$ cat src/hdl/rlpc_pkg.sv
// constants, reset values and state codes for the reset and low power controller
// assumes a single 125 MHz clock and synchronous pin inputs
// What this block does
// - supply crossing the reference starts an internal reset pulse of about 50 us
// - reset clears program counter, memory bank, register bank and stack pointer
// - reset disables interrupts, stops and clears timer, prescaler select zero, flag cleared
// - reset loads each port flip-flop with its per-bit set or reset option
// - reset leaves serial data released with flip-flop at 1, serial clock released
// - reset disables serial interface, clears its registers, pending-not bit reads 1
// - any reset cancels idle and stop modes
// - idle halts all activity except oscillator, timer and serial interface
// - an enabled interrupt ends idle, its routine runs, then execution resumes
// - with no interrupt enabled only a reset, by reset pin or power-on, ends idle, normal reset
// - stop switches the oscillator off, keeping all state and pin levels
// - stop ends on a low interrupt level or on a reset
// - stop is not entered while the interrupt pin is already low
// - after a stop wake-up by interrupt pin, execution waits 1867 cycles
// - stop wake-up: next instruction, then interrupt routine if enabled, else continue
// - derivative registers are selected by the derivative address register on derivative instructions
// - derivative interrupts share the pending line until software clears it
// - first instruction runs 1867 cycles after internal reset falls
// - pending-not bit reads 0 while serial interrupt pending, 1 otherwise
package rlpc_pkg;

	// --------------------------------------------------
	// timing
	// --------------------------------------------------
	localparam int CLK_MHZ = 125;
	localparam int POR_PULSE_US = 50;
	localparam int POR_PULSE_CYCLES = POR_PULSE_US * CLK_MHZ;
	localparam int START_DELAY_CYCLES = 1866;
	localparam int DLY_W = 13;

	// --------------------------------------------------
	// reset values
	// --------------------------------------------------
	localparam logic [11:0] PC_RESET = 12'h000;
	localparam logic MEM_BANK_RESET = 1'b0;
	localparam logic REG_BANK_RESET = 1'b0;
	localparam logic [2:0] SP_RESET = 3'h0;
	localparam logic [2:0] IRQ_EN_RESET = 3'h0;
	localparam logic PRESCALER_RESET = 1'b0;
	localparam logic SDA_FF_RESET = 1'b1;
	localparam logic [7:0] SERIAL_REG_RESET = 8'h00;

	// --------------------------------------------------
	// field positions
	// --------------------------------------------------
	localparam int IRQ_EXT = 0;
	localparam int IRQ_SERIAL = 1;
	localparam int IRQ_TIMER = 2;
	localparam int STATUS_PENDING_N_BIT = 7;
	localparam int STATUS_ENABLE_BIT = 6;

	// serial register select codes
	localparam logic [1:0] SER_SHIFT = 2'h0;
	localparam logic [1:0] SER_OWN_ADDR = 2'h1;
	localparam logic [1:0] SER_STATUS = 2'h2;
	localparam logic [1:0] SER_CLK_CTRL = 2'h3;

	// derivative instruction codes
	localparam logic [1:0] DOP_MOV_IN = 2'h0;
	localparam logic [1:0] DOP_MOV_OUT = 2'h1;
	localparam logic [1:0] DOP_ANL = 2'h2;
	localparam logic [1:0] DOP_ORL = 2'h3;

	typedef enum logic [5:0] {
		ST_RESET = 6'h01,
		ST_START = 6'h02,
		ST_RUN = 6'h04,
		ST_IDLE = 6'h08,
		ST_STOP = 6'h10,
		ST_WAKE = 6'h20
	} rlpc_state_t;

endpackage

$ cat src/hdl/rlpc_delay.sv
// down counter that times one delay from a start pulse
// assumes start is not raised while a delay is running
`timescale 1ns/1ps
module rlpc_delay #(
	parameter int W = 13
) (
	input wire logic clock, // system clock
	input wire logic rst_n, // synchronised reset, active low
	input wire logic start, // one-cycle start pulse
	input wire logic [W-1:0] load, // delay length in cycles
	output logic busy, // high while counting
	output logic done // one-cycle pulse at the end
);
	logic [W-1:0] cnt;

	assign busy = (cnt != '0);

	// load on start, count down to zero
	always_ff @(posedge clock or negedge rst_n) begin
		if (!rst_n) begin
			cnt <= '0;
			done <= 1'b0;
		end else begin
			done <= (cnt == W'(1));
			if (start)
				cnt <= load;
			else if (busy)
				cnt <= cnt - W'(1);
		end
	end
endmodule // rlpc_delay

$ cat src/hdl/rlpc_top.sv
// reset sequencing, idle and stop control, reset state of timer, ports and serial interface, derivative register access
// assumes all pin inputs are synchronous to clock; the oscillator gate is osc_enable
`timescale 1ns/1ps
module rlpc_top #(
	parameter int POR_CYCLES = rlpc_pkg::POR_PULSE_CYCLES, // power-on pulse length
	parameter int PORT_W = 8, // port flip-flops besides serial data
	parameter logic [PORT_W-1:0] PORT_SET_OPTION = '1, // 1 = set option per bit
	parameter int DERIV_AW = 2, // derivative address width
	parameter logic [(1<<DERIV_AW)-1:0] DERIV_READABLE = '1, // readable derivative registers
	parameter logic [(1<<DERIV_AW)-1:0] DERIV_WRITABLE = '1 // writable derivative registers
) (
	input wire logic clock, // system clock
	input wire logic nrst, // asynchronous reset, active low
	input wire logic supply_above_ref, // supply above power-on reference
	input wire logic reset_pin, // external reset pin, active high
	input wire logic ext_irq_n_pin, // external interrupt pin, active low
	input wire logic idle_exec, // idle instruction executed
	input wire logic stop_exec, // stop instruction executed
	input wire logic timer_irq, // timer overflow event
	input wire logic serial_event, // serial interface interrupt event
	input wire logic deriv_irq, // derivative interrupt event
	input wire logic irq_en_wr, // write interrupt enables
	input wire logic [2:0] irq_en_wdata, // enables: timer, serial, external
	input wire logic timer_ctl_wr, // write timer run and prescaler
	input wire logic timer_run_wdata, // timer run
	input wire logic prescaler_wdata, // prescaler select
	input wire logic timer_flag_clr, // software clears timer flag
	input wire logic port_wr, // write port flip-flops
	input wire logic [PORT_W-1:0] port_wdata, // port data
	input wire logic sda_wr, // write serial data flip-flop
	input wire logic sda_wdata, // serial data flip-flop value
	input wire logic serial_wr, // write serial register
	input wire logic [1:0] serial_sel, // serial register select
	input wire logic [7:0] serial_wdata, // serial write data
	input wire logic deriv_addr_wr, // write derivative address
	input wire logic [DERIV_AW-1:0] deriv_addr_wdata, // derivative address
	input wire logic deriv_exec, // derivative instruction executes
	input wire logic [1:0] deriv_op, // derivative instruction kind
	input wire logic [7:0] acc_data, // accumulator value
	input wire logic [7:0] deriv_rdata, // data from selected derivative register
	output logic internal_reset, // internal reset, active high
	output logic cpu_run, // core may execute
	output logic core_clk_en, // core clock gate
	output logic periph_clk_en, // timer and serial clock gate
	output logic osc_enable, // oscillator runs
	output logic irq_grant, // enabled interrupt taken to end idle
	output logic ext_irq_after_next, // external interrupt after next instruction
	output logic [11:0] program_counter, // program counter load value
	output logic memory_bank, // memory bank
	output logic register_bank, // register bank
	output logic [2:0] stack_pointer, // stack pointer
	output logic [2:0] irq_enable, // interrupt enables
	output logic timer_run, // timer running
	output logic timer_clear, // timer counter clear
	output logic prescaler_select, // 0 = modulo-32
	output logic timer_flag, // timer flag
	output logic [PORT_W-1:0] port_ff, // port flip-flops
	output logic serial_data_port_pin_o, // serial data output level
	output logic serial_data_port_pin_oe, // serial data drive enable
	output logic serial_clock_o, // serial clock output level
	output logic serial_clock_oe, // serial clock drive enable
	output logic serial_enable_bit, // serial interface enabled
	output logic [7:0] serial_shift_reg, // serial data register
	output logic [7:0] own_address_reg, // own address register
	output logic [7:0] serial_status_reg, // status with pending-not
	output logic [7:0] serial_clock_ctrl_reg, // clock control register
	output logic [(1<<DERIV_AW)-1:0] derivative_reg_select, // one-hot derivative select
	output logic deriv_rd, // derivative read strobe
	output logic deriv_wr, // derivative write strobe
	output logic [7:0] deriv_wdata, // derivative write data
	output logic [7:0] acc_result // accumulator result of a derivative read
);
	// --------------------------------------------------
	// reset release and power-on pulse
	// --------------------------------------------------
	logic rst_meta, rst_n, supply_q, ext_q, por_busy, dly_done, dly_busy, pending;
	logic [DERIV_AW-1:0] deriv_addr;
	rlpc_pkg::rlpc_state_t state, next_state;

	// two-stage release of the asynchronous reset
	always_ff @(posedge clock or negedge nrst) begin
		if (!nrst) begin
			rst_meta <= 1'b0;
			rst_n <= 1'b0;
		end else begin
			rst_meta <= 1'b1;
			rst_n <= rst_meta;
		end
	end

	wire por_rise = supply_above_ref & ~supply_q;
	wire next_reset = reset_pin | por_busy | por_rise;

	rlpc_delay #(.W(rlpc_pkg::DLY_W)) u_por (
		.clock(clock),
		.rst_n(rst_n),
		.start(por_rise),
		.load(rlpc_pkg::DLY_W'(POR_CYCLES)),
		.busy(por_busy),
		.done()
	);

	// edge memory and the internal reset flop
	always_ff @(posedge clock or negedge rst_n) begin
		if (!rst_n) begin
			supply_q <= 1'b0;
			ext_q <= 1'b1;
			internal_reset <= 1'b1;
		end else begin
			supply_q <= supply_above_ref;
			ext_q <= ext_irq_n_pin;
			internal_reset <= next_reset;
		end
	end

	// --------------------------------------------------
	// power mode sequencer
	// --------------------------------------------------
	wire ext_fall = ext_q & ~ext_irq_n_pin;
	wire [2:0] irq_events = {timer_irq, pending, ext_fall};
	wire idle_wake = |(irq_events & irq_enable);
	wire stop_entry = stop_exec & ext_irq_n_pin;
	wire stop_wake = ~ext_irq_n_pin;
	wire dly_start = ((state == rlpc_pkg::ST_RESET) & ~next_reset) | ((state == rlpc_pkg::ST_STOP) & stop_wake);

	rlpc_delay #(.W(rlpc_pkg::DLY_W)) u_start (
		.clock(clock),
		.rst_n(rst_n),
		.start(dly_start),
		.load(rlpc_pkg::DLY_W'(rlpc_pkg::START_DELAY_CYCLES)),
		.busy(dly_busy),
		.done(dly_done)
	);

	// next state, reset has priority over every mode
	always_comb begin
		next_state = state;
		unique case (state)
			rlpc_pkg::ST_RESET: if (!next_reset) next_state = rlpc_pkg::ST_START;
			rlpc_pkg::ST_START: if (dly_done) next_state = rlpc_pkg::ST_RUN;
			rlpc_pkg::ST_RUN: begin
				if (idle_exec)
					next_state = rlpc_pkg::ST_IDLE;
				else if (stop_entry)
					next_state = rlpc_pkg::ST_STOP;
			end
			rlpc_pkg::ST_IDLE: if (idle_wake) next_state = rlpc_pkg::ST_RUN;
			rlpc_pkg::ST_STOP: if (stop_wake) next_state = rlpc_pkg::ST_WAKE;
			rlpc_pkg::ST_WAKE: if (dly_done) next_state = rlpc_pkg::ST_RUN;
		endcase
		if (next_reset)
			next_state = rlpc_pkg::ST_RESET;
	end

	// state and the two wake-up pulses
	always_ff @(posedge clock or negedge rst_n) begin
		if (!rst_n) begin
			state <= rlpc_pkg::ST_RESET;
			irq_grant <= 1'b0;
			ext_irq_after_next <= 1'b0;
		end else begin
			state <= next_state;
			irq_grant <= (state == rlpc_pkg::ST_IDLE) & idle_wake & ~next_reset;
			ext_irq_after_next <= (state == rlpc_pkg::ST_WAKE) & dly_done & ~next_reset
				& irq_enable[rlpc_pkg::IRQ_EXT];
		end
	end

	// activity gates per mode
	assign cpu_run = (state == rlpc_pkg::ST_RUN);
	assign core_clk_en = (state == rlpc_pkg::ST_RUN) | (state == rlpc_pkg::ST_START) | (state == rlpc_pkg::ST_RESET);
	assign periph_clk_en = core_clk_en | (state == rlpc_pkg::ST_IDLE);
	assign osc_enable = (state != rlpc_pkg::ST_STOP);

	// --------------------------------------------------
	// core, timer and port reset state
	// --------------------------------------------------
	assign timer_clear = internal_reset;

	// core values are constants loaded on reset
	always_ff @(posedge clock or negedge rst_n) begin
		if (!rst_n) begin
			program_counter <= rlpc_pkg::PC_RESET;
			memory_bank <= rlpc_pkg::MEM_BANK_RESET;
			register_bank <= rlpc_pkg::REG_BANK_RESET;
			stack_pointer <= rlpc_pkg::SP_RESET;
		end else if (internal_reset) begin
			program_counter <= rlpc_pkg::PC_RESET;
			memory_bank <= rlpc_pkg::MEM_BANK_RESET;
			register_bank <= rlpc_pkg::REG_BANK_RESET;
			stack_pointer <= rlpc_pkg::SP_RESET;
		end
	end

	// interrupt enables and timer control; stop keeps them untouched
	always_ff @(posedge clock or negedge rst_n) begin
		if (!rst_n) begin
			irq_enable <= rlpc_pkg::IRQ_EN_RESET;
			timer_run <= 1'b0;
			prescaler_select <= rlpc_pkg::PRESCALER_RESET;
			timer_flag <= 1'b0;
		end else if (internal_reset) begin
			irq_enable <= rlpc_pkg::IRQ_EN_RESET;
			timer_run <= 1'b0;
			prescaler_select <= rlpc_pkg::PRESCALER_RESET;
			timer_flag <= 1'b0;
		end else begin
			if (irq_en_wr)
				irq_enable <= irq_en_wdata;
			if (timer_ctl_wr) begin
				timer_run <= timer_run_wdata;
				prescaler_select <= prescaler_wdata;
			end
			timer_flag <= timer_irq | (timer_flag & ~timer_flag_clr); // set wins
		end
	end

	// port flip-flops, one per bit with its own option
	genvar gi;
	generate
		for (gi = 0; gi < PORT_W; gi++) begin : g_port
			always_ff @(posedge clock or negedge rst_n) begin
				if (!rst_n)
					port_ff[gi] <= PORT_SET_OPTION[gi];
				else if (internal_reset)
					port_ff[gi] <= PORT_SET_OPTION[gi];
				else if (port_wr)
					port_ff[gi] <= port_wdata[gi];
			end
		end
	endgenerate

	// --------------------------------------------------
	// serial interface reset state and pending line
	// --------------------------------------------------
	logic sda_ff;
	logic [6:0] status_low; // stored status bits below the pending-not bit
	wire set_pending = serial_event | deriv_irq;
	wire clr_pending = serial_wr & (serial_sel == rlpc_pkg::SER_STATUS) & serial_wdata[rlpc_pkg::STATUS_PENDING_N_BIT];

	// open drain pins are released unless pulled low
	assign serial_data_port_pin_o = 1'b0;
	assign serial_data_port_pin_oe = ~sda_ff;
	assign serial_clock_o = 1'b0;
	assign serial_clock_oe = serial_enable_bit & pending;
	assign serial_status_reg = {~pending, status_low};

	// serial registers, the pending line and the data flip-flop
	always_ff @(posedge clock or negedge rst_n) begin
		if (!rst_n) begin
			sda_ff <= rlpc_pkg::SDA_FF_RESET;
			pending <= 1'b0;
			serial_enable_bit <= 1'b0;
			serial_shift_reg <= rlpc_pkg::SERIAL_REG_RESET;
			own_address_reg <= rlpc_pkg::SERIAL_REG_RESET;
			status_low <= 7'h00;
			serial_clock_ctrl_reg <= rlpc_pkg::SERIAL_REG_RESET;
		end else if (internal_reset) begin
			sda_ff <= rlpc_pkg::SDA_FF_RESET;
			pending <= 1'b0;
			serial_enable_bit <= 1'b0;
			serial_shift_reg <= rlpc_pkg::SERIAL_REG_RESET;
			own_address_reg <= rlpc_pkg::SERIAL_REG_RESET;
			status_low <= 7'h00;
			serial_clock_ctrl_reg <= rlpc_pkg::SERIAL_REG_RESET;
		end else begin
			if (sda_wr)
				sda_ff <= sda_wdata;
			pending <= set_pending | (pending & ~clr_pending);
			if (serial_wr) begin
				unique case (serial_sel)
					rlpc_pkg::SER_SHIFT: if (serial_enable_bit) serial_shift_reg <= serial_wdata;
					rlpc_pkg::SER_OWN_ADDR: if (!serial_enable_bit) own_address_reg <= serial_wdata;
					rlpc_pkg::SER_STATUS: begin
						serial_enable_bit <= serial_wdata[rlpc_pkg::STATUS_ENABLE_BIT];
						status_low <= serial_wdata[6:0];
					end
					rlpc_pkg::SER_CLK_CTRL: serial_clock_ctrl_reg <= serial_wdata;
				endcase
			end
		end
	end

	// --------------------------------------------------
	// derivative register access
	// --------------------------------------------------
	wire sel_readable = DERIV_READABLE[deriv_addr];
	wire sel_writable = DERIV_WRITABLE[deriv_addr];
	wire [7:0] deriv_view = sel_readable ? deriv_rdata : 8'h00;
	wire op_reads = (deriv_op != rlpc_pkg::DOP_MOV_OUT);
	wire op_writes = (deriv_op != rlpc_pkg::DOP_MOV_IN);
	wire [7:0] next_wdata = (deriv_op == rlpc_pkg::DOP_ANL) ? (deriv_view & acc_data) :
		(deriv_op == rlpc_pkg::DOP_ORL) ? (deriv_view | acc_data) : acc_data;

	// one-hot select from the derivative address
	generate
		for (gi = 0; gi < (1 << DERIV_AW); gi++) begin : g_dsel
			assign derivative_reg_select[gi] = (deriv_addr == DERIV_AW'(gi));
		end
	endgenerate

	// address register and registered access strobes
	always_ff @(posedge clock or negedge rst_n) begin
		if (!rst_n) begin
			deriv_addr <= '0;
			deriv_rd <= 1'b0;
			deriv_wr <= 1'b0;
			deriv_wdata <= 8'h00;
			acc_result <= 8'h00;
		end else begin
			if (deriv_addr_wr)
				deriv_addr <= deriv_addr_wdata;
			deriv_rd <= deriv_exec & op_reads & sel_readable & cpu_run;
			deriv_wr <= deriv_exec & op_writes & sel_writable & cpu_run;
			if (deriv_exec & op_writes)
				deriv_wdata <= next_wdata;
			if (deriv_exec & (deriv_op == rlpc_pkg::DOP_MOV_IN))
				acc_result <= deriv_view;
		end
	end

	// --------------------------------------------------
	// checks
	// --------------------------------------------------
	logic [12:0] run_gap;
	// cycles since internal reset fell, for the start delay check
	always_ff @(posedge clock or negedge rst_n) begin
		if (!rst_n)
			run_gap <= '0;
		else if (internal_reset)
			run_gap <= '0;
		else if (!cpu_run && run_gap != 13'h1fff)
			run_gap <= run_gap + 13'h0001;
	end

	start_delay_a: assert property (@(posedge clock) disable iff (!rst_n)
		$rose(cpu_run) && $past(state) == rlpc_pkg::ST_START |-> run_gap == 13'h074b)
		else $error("start delay wrong");
	reset_cancel_a: assert property (@(posedge clock) disable iff (!rst_n)
		reset_pin |=> state == rlpc_pkg::ST_RESET && !cpu_run)
		else $error("reset did not cancel mode");
	por_pulse_a: assert property (@(posedge clock) disable iff (!rst_n)
		por_rise |=> internal_reset [*8])
		else $error("power-on pulse too short");
	stop_block_a: assert property (@(posedge clock) disable iff (!rst_n)
		state == rlpc_pkg::ST_RUN && stop_exec && !ext_irq_n_pin && !idle_exec && !next_reset
		|=> state == rlpc_pkg::ST_RUN)
		else $error("stop entered with pin low");
	osc_stop_a: assert property (@(posedge clock) disable iff (!rst_n)
		state == rlpc_pkg::ST_STOP && ext_irq_n_pin && !next_reset |=> !osc_enable && $stable(port_ff))
		else $error("stop did not hold state");
	stop_wake_a: assert property (@(posedge clock) disable iff (!rst_n)
		state == rlpc_pkg::ST_STOP && !ext_irq_n_pin && !next_reset
		|=> state == rlpc_pkg::ST_WAKE ##1 !cpu_run [*8])
		else $error("stop wake wrong");
	idle_gate_a: assert property (@(posedge clock) disable iff (!rst_n)
		state == rlpc_pkg::ST_IDLE |-> !core_clk_en && periph_clk_en && osc_enable)
		else $error("idle gating wrong");
	idle_wake_a: assert property (@(posedge clock) disable iff (!rst_n)
		state == rlpc_pkg::ST_IDLE && !next_reset && (irq_events & irq_enable) != 3'h0
		|=> irq_grant && cpu_run)
		else $error("idle not left on interrupt");
	idle_hold_a: assert property (@(posedge clock) disable iff (!rst_n)
		state == rlpc_pkg::ST_IDLE && irq_enable == 3'h0 && !next_reset |=> state == rlpc_pkg::ST_IDLE)
		else $error("idle left without interrupt");
	pending_set_a: assert property (@(posedge clock) disable iff (!rst_n)
		set_pending && !internal_reset |=> !serial_status_reg[rlpc_pkg::STATUS_PENDING_N_BIT])
		else $error("pending lost");
	reset_values_a: assert property (@(posedge clock) disable iff (!rst_n)
		internal_reset |=> irq_enable == 3'h0 && !timer_run && !serial_enable_bit && sda_ff
		&& port_ff == PORT_SET_OPTION && serial_status_reg[rlpc_pkg::STATUS_PENDING_N_BIT])
		else $error("reset values wrong");
endmodule // rlpc_top

$ cat config.mk
export PLATFORM = sky130hd
export DESIGN_NAME = rlpc_top
export DESIGN_NICKNAME = d
export VERILOG_FILES = /design/src/hdl/rlpc_pkg.sv /design/src/hdl/rlpc_delay.sv /design/src/hdl/rlpc_top.sv
export SDC_FILE = /design/constraint.sdc
export NUM_CORES = 1
export LEC_CHECK = 0
export ABC_AREA = 1
export ABC_CLOCK_PERIOD_IN_PS = 3410
export BUFFER_PORTS_ARGS = -buffer_cell sky130_fd_sc_hd__buf_4
export CAP_MARGIN = 20
export CORE_MARGIN = 2
export CORE_UTILIZATION = 47
export CTS_CLUSTER_SIZE = 14
export DETAILED_ROUTE_END_ITERATION = 8
export HOLD_SLACK_MARGIN = 0.03
export MAX_ROUTING_LAYER = met4
export PLACE_DENSITY = 0.82
export REMOVE_ABC_BUFFERS = 1
export SYNTH_ARGS = -nofsm -noshare
export SYNTH_HDL_FRONTEND = slang
export SYNTH_SLANG_ARGS = --single-unit
$ cat constraint.sdc
create_clock -name clock -period 3.41 [get_ports clock]
set_input_delay 0.5115 -clock clock [delete_from_list [all_inputs] [get_ports clock]]
set_output_delay 0.5115 -clock clock [all_outputs]
set_load 0.01 [all_outputs]
==> qor.txt <==
Vias per Instance -> 5.04
CP peak stage delay -> 0.44 ns
Outcome -> finished, final reports clean
Routed wire length per instance -> 13.8 um
First-pass iteration count of the detailed router -> 5
Internal Power -> 1.95 mW
Asr flop ratio synth -> 100%
Count of cell types in the netlist -> 43
Reg power frac -> 53.4%
Count leader, synth -> dfrtp_1
FP Rows -> 38
Nets -> 786
Num ports -> 160
Clock Skew -> 0.0144 ns
Initial antenna violation count -> 0
#FFs+latches synth -> 107
Post-DP HPWL -> 9340 um
Number of global-route vias before repair -> 3999
RSZ-0062 raised after global routing -> no
DR DRC count -> 0
Post-synth EDFFs -> 0
Root buffer cell -> clkbuf_8
Min cycle time layout -> 2.38 ns
Initial Util -> 48.2%
Die W -> 110 um
Htree depth -> 3
IO Port Bufs -> 140
Clk network pwr share -> 27.9%
First-pass GRT wire length -> 18500 um
Power per cell area -> 422 nW/um^2
P_sw -> 0.831 mW
WL final -> 11900 um
Mapped cell area -> 5250 sq um
CTS tree -> yes
Finished Layout Cells -> 864
Tcrit/Tclk final -> 69.7%
Routed Antenna Nets -> 0
CP Launch Type -> register
Switching share of power -> 29.9%
Synth area leader -> dfrtp_1
Worst rel slew slack -> 47.3%
Largest registers -> u_por.cnt: 13 flops, u_start.cnt: 13 flops
IR drop worst, VDD -> 274 uV
Placer Congestion -> 0.928
Sequential fraction of the synthesis area -> 51.3%
Worst Hold Class -> in -> reg
Synth top area cells -> dfrtp_1, mux2_2, dfstp_2
Final setup vio count -> 0
Dpl cells -> 847
Initial DRC Count -> 405
Crit path top cell by count -> nand3_1
Crit Path Max Fanout -> 4
CP endpoint kind -> primary output
Gr ovfl total -> 0
CP cell instances -> nor2_2 > nand3_1 > nor3_1 > inv_1 > nand3_1 > buf_4
Clk slew on worst S/H paths -> 0.10 ns
CTS buffer count -> 9
Slew Viols, Final -> 0
Top delay family on crit path -> simple AND/OR/NAND/NOR gates
Layout Area Growth over Synthesis -> 25.6%
Num Clock Sinks -> 107
Final Hold Vio Count -> 0
Combinational power share -> 18.7%
Core area -> 10900 sq um
Syn_area_per_cell -> 9.16 sq um
WP data arrival -> 1.86 ns
Clock tree buffer depth -> 2
Maxcap violations -> 0
Worst path bufs/invs -> 2
GRT Util Overall -> 20.4%
Share of Yosys cell area claimed by the top area cell type -> 45.3%
Die footprint -> 12000 sq um
Fin Setup TNS -> 0 ns
Resize count post-CTS -> 0
Max Fclk -> 0.421 GHz
Layout cell share with drive strength beyond 1 -> 33.0%
Worst EP required -> 2.90 ns
Yosys warns -> 0
Commonest cells in the netlist -> dfrtp_1, inv_1, nand2_1
Slowest library cell on the worst path -> nor3_1
Cells after Synth -> 573
Total power -> 2.78 mW
Measured slew at the worst slew-check pin -> 0.788 ns
Vias -> 4358
Die H -> 110 um
Leak Pwr -> 3.44 nW
Largest net degree at the start of global routing -> 53
Top_reg_cell synth -> dfrtp_1
Diode count -> 0
Latest clock arrival within the worst-skew pair -> 0.38 ns
Setup bufs post-CTS -> 0
Worst setup path class -> reg -> out
-- worst register-to-register path: stages, from the launching register on --
cell     delay, ns
dfstp_2       0.86
inv_2         0.22
nand2_1       0.34
mux2_2        0.39
-- path summary, 6_finish.rpt --
check / slack, ns / startpoint / cells after the start / to
max in group asynchronous: 2.19 / rst_n / 1 / port_ff[3]
worst max register to register: 1.49 / internal_reset / 3 / serial_clock_ctrl_reg[5]
worst min register to register: 0.36 / rst_n / 0 / own_address_reg[4]
worst max-delay path: 1.03 / state[5] / 6 / core_clk_en
worst min-delay path: 0.25 / supply_above_ref / 1 / supply_q
min in group asynchronous: 0.36 / rst_n / 0 / own_address_reg[4]
-- power groups by stage --
| stage | clock, mW | sequential [mW] | combinational [mW] |
|---|---|---|---|
| 2_1_floorplan | 0 | 1.51 | 0.304 |
| 3_3_place_gp | 0 | 1.50 | 0.500 |
| 3_5_place_dp | 0 | 1.51 | 0.517 |
| 4_1_cts | 0.797 | 1.48 | 0.520 |
| 5_1_grt | 0.853 | 1.50 | 0.582 |
| 6_report | 0.775 | 1.48 | 0.521 |
-- what timing repair did --
action                                  4_1_cts  5_1_grt
endpoints found under the setup margin        0        0
endpoints found under the hold margin         2        0
hold buffers                                  1        0
-- cell type report --
cell class              instances  area [sq um]
repair buffers                143          1080
multi-input cells             370          2110
flip-flops and latches        107          2700
clock buffers                  10           128
clock inverters                 6          71.3
well taps                     140           175
fillers                       907          4300
inverters                      88           333
-- metal layers --
metal	track usage, %	up-vias	wire length [um]
li1	-	2110	-
met1	25.1	2072	4980
met2	33.6	157	5960
met5	-	-	0
met3	4.09	19	772
met4	7.23	0	214
-- placed cells by master (no fill, tap or decap), drive strengths merged --
| master | synthesis | final |
|---|---|---|
| nor4 | 4 | 4 |
| xnor2 | 3 | 3 |
| dlygate4sd3 | 0 | 1 |
| nand4 | 10 | 10 |
| ha | 5 | 5 |
| clkinv | 0 | 1 |
| and3 | 2 | 2 |
| nand3b | 1 | 1 |
| inv | 88 | 90 |
| o41ai | 1 | 1 |
| a21oi | 31 | 31 |
| buf | 22 | 142 |
| nor2 | 78 | 78 |
| clkinvlp | 0 | 2 |
| nor3 | 12 | 12 |
| nand3 | 33 | 33 |
| and2 | 2 | 2 |
| nand2 | 83 | 83 |
| clkbuf | 4 | 10 |
| o211ai | 3 | 3 |
| conb | 2 | 20 |
| o31ai | 1 | 1 |
| xor2 | 1 | 1 |
| a211oi | 1 | 1 |
| dfstp | 12 | 12 |
| a31oi | 1 | 1 |
| o21ai | 42 | 42 |
| dfrtp | 95 | 95 |
| mux2 | 29 | 29 |
| or2 | 5 | 5 |
| o221ai | 1 | 1 |
| nor3b | 1 | 1 |
| bufinv | 0 | 1 |
-- logic make-up (layout without fill, tap and decap cells) --
logic type	Yosys count	count (layout)	share of synthesized area, %
other	2	20	0.143
AOI/OAI and AO/OA	81	81	9.04
xor gates and xnor gates	4	4	0.668
adders and majority gates	5	5	1.19
DFF	107	107	51.3
and+or+nand+nor	231	231	21.7
muxes	29	29	6.22
buffers and inverters	114	247	9.73
-- per-stage QoR --
| step | cell area [sq um] | hold WS (ns) | worst slack [ns] | util [%] |
|---|---|---|---|---|
| floorplan | 5140 | 0.216 | 0.230 | - |
| global placement | 6380 | 0.294 | 1.51 | 58.6 |
| detailed placement | 6380 | 0.296 | 1.41 | 58.6 |
| CTS | 6590 | 0.236 | 0.995 | 60.5 |
| global route | 6590 | 0.229 | 0.847 | 60.5 |
| finish | 6590 | 0.251 | 1.03 | 60.5 |
Note: power is estimated with default switching activity, not from simulation.
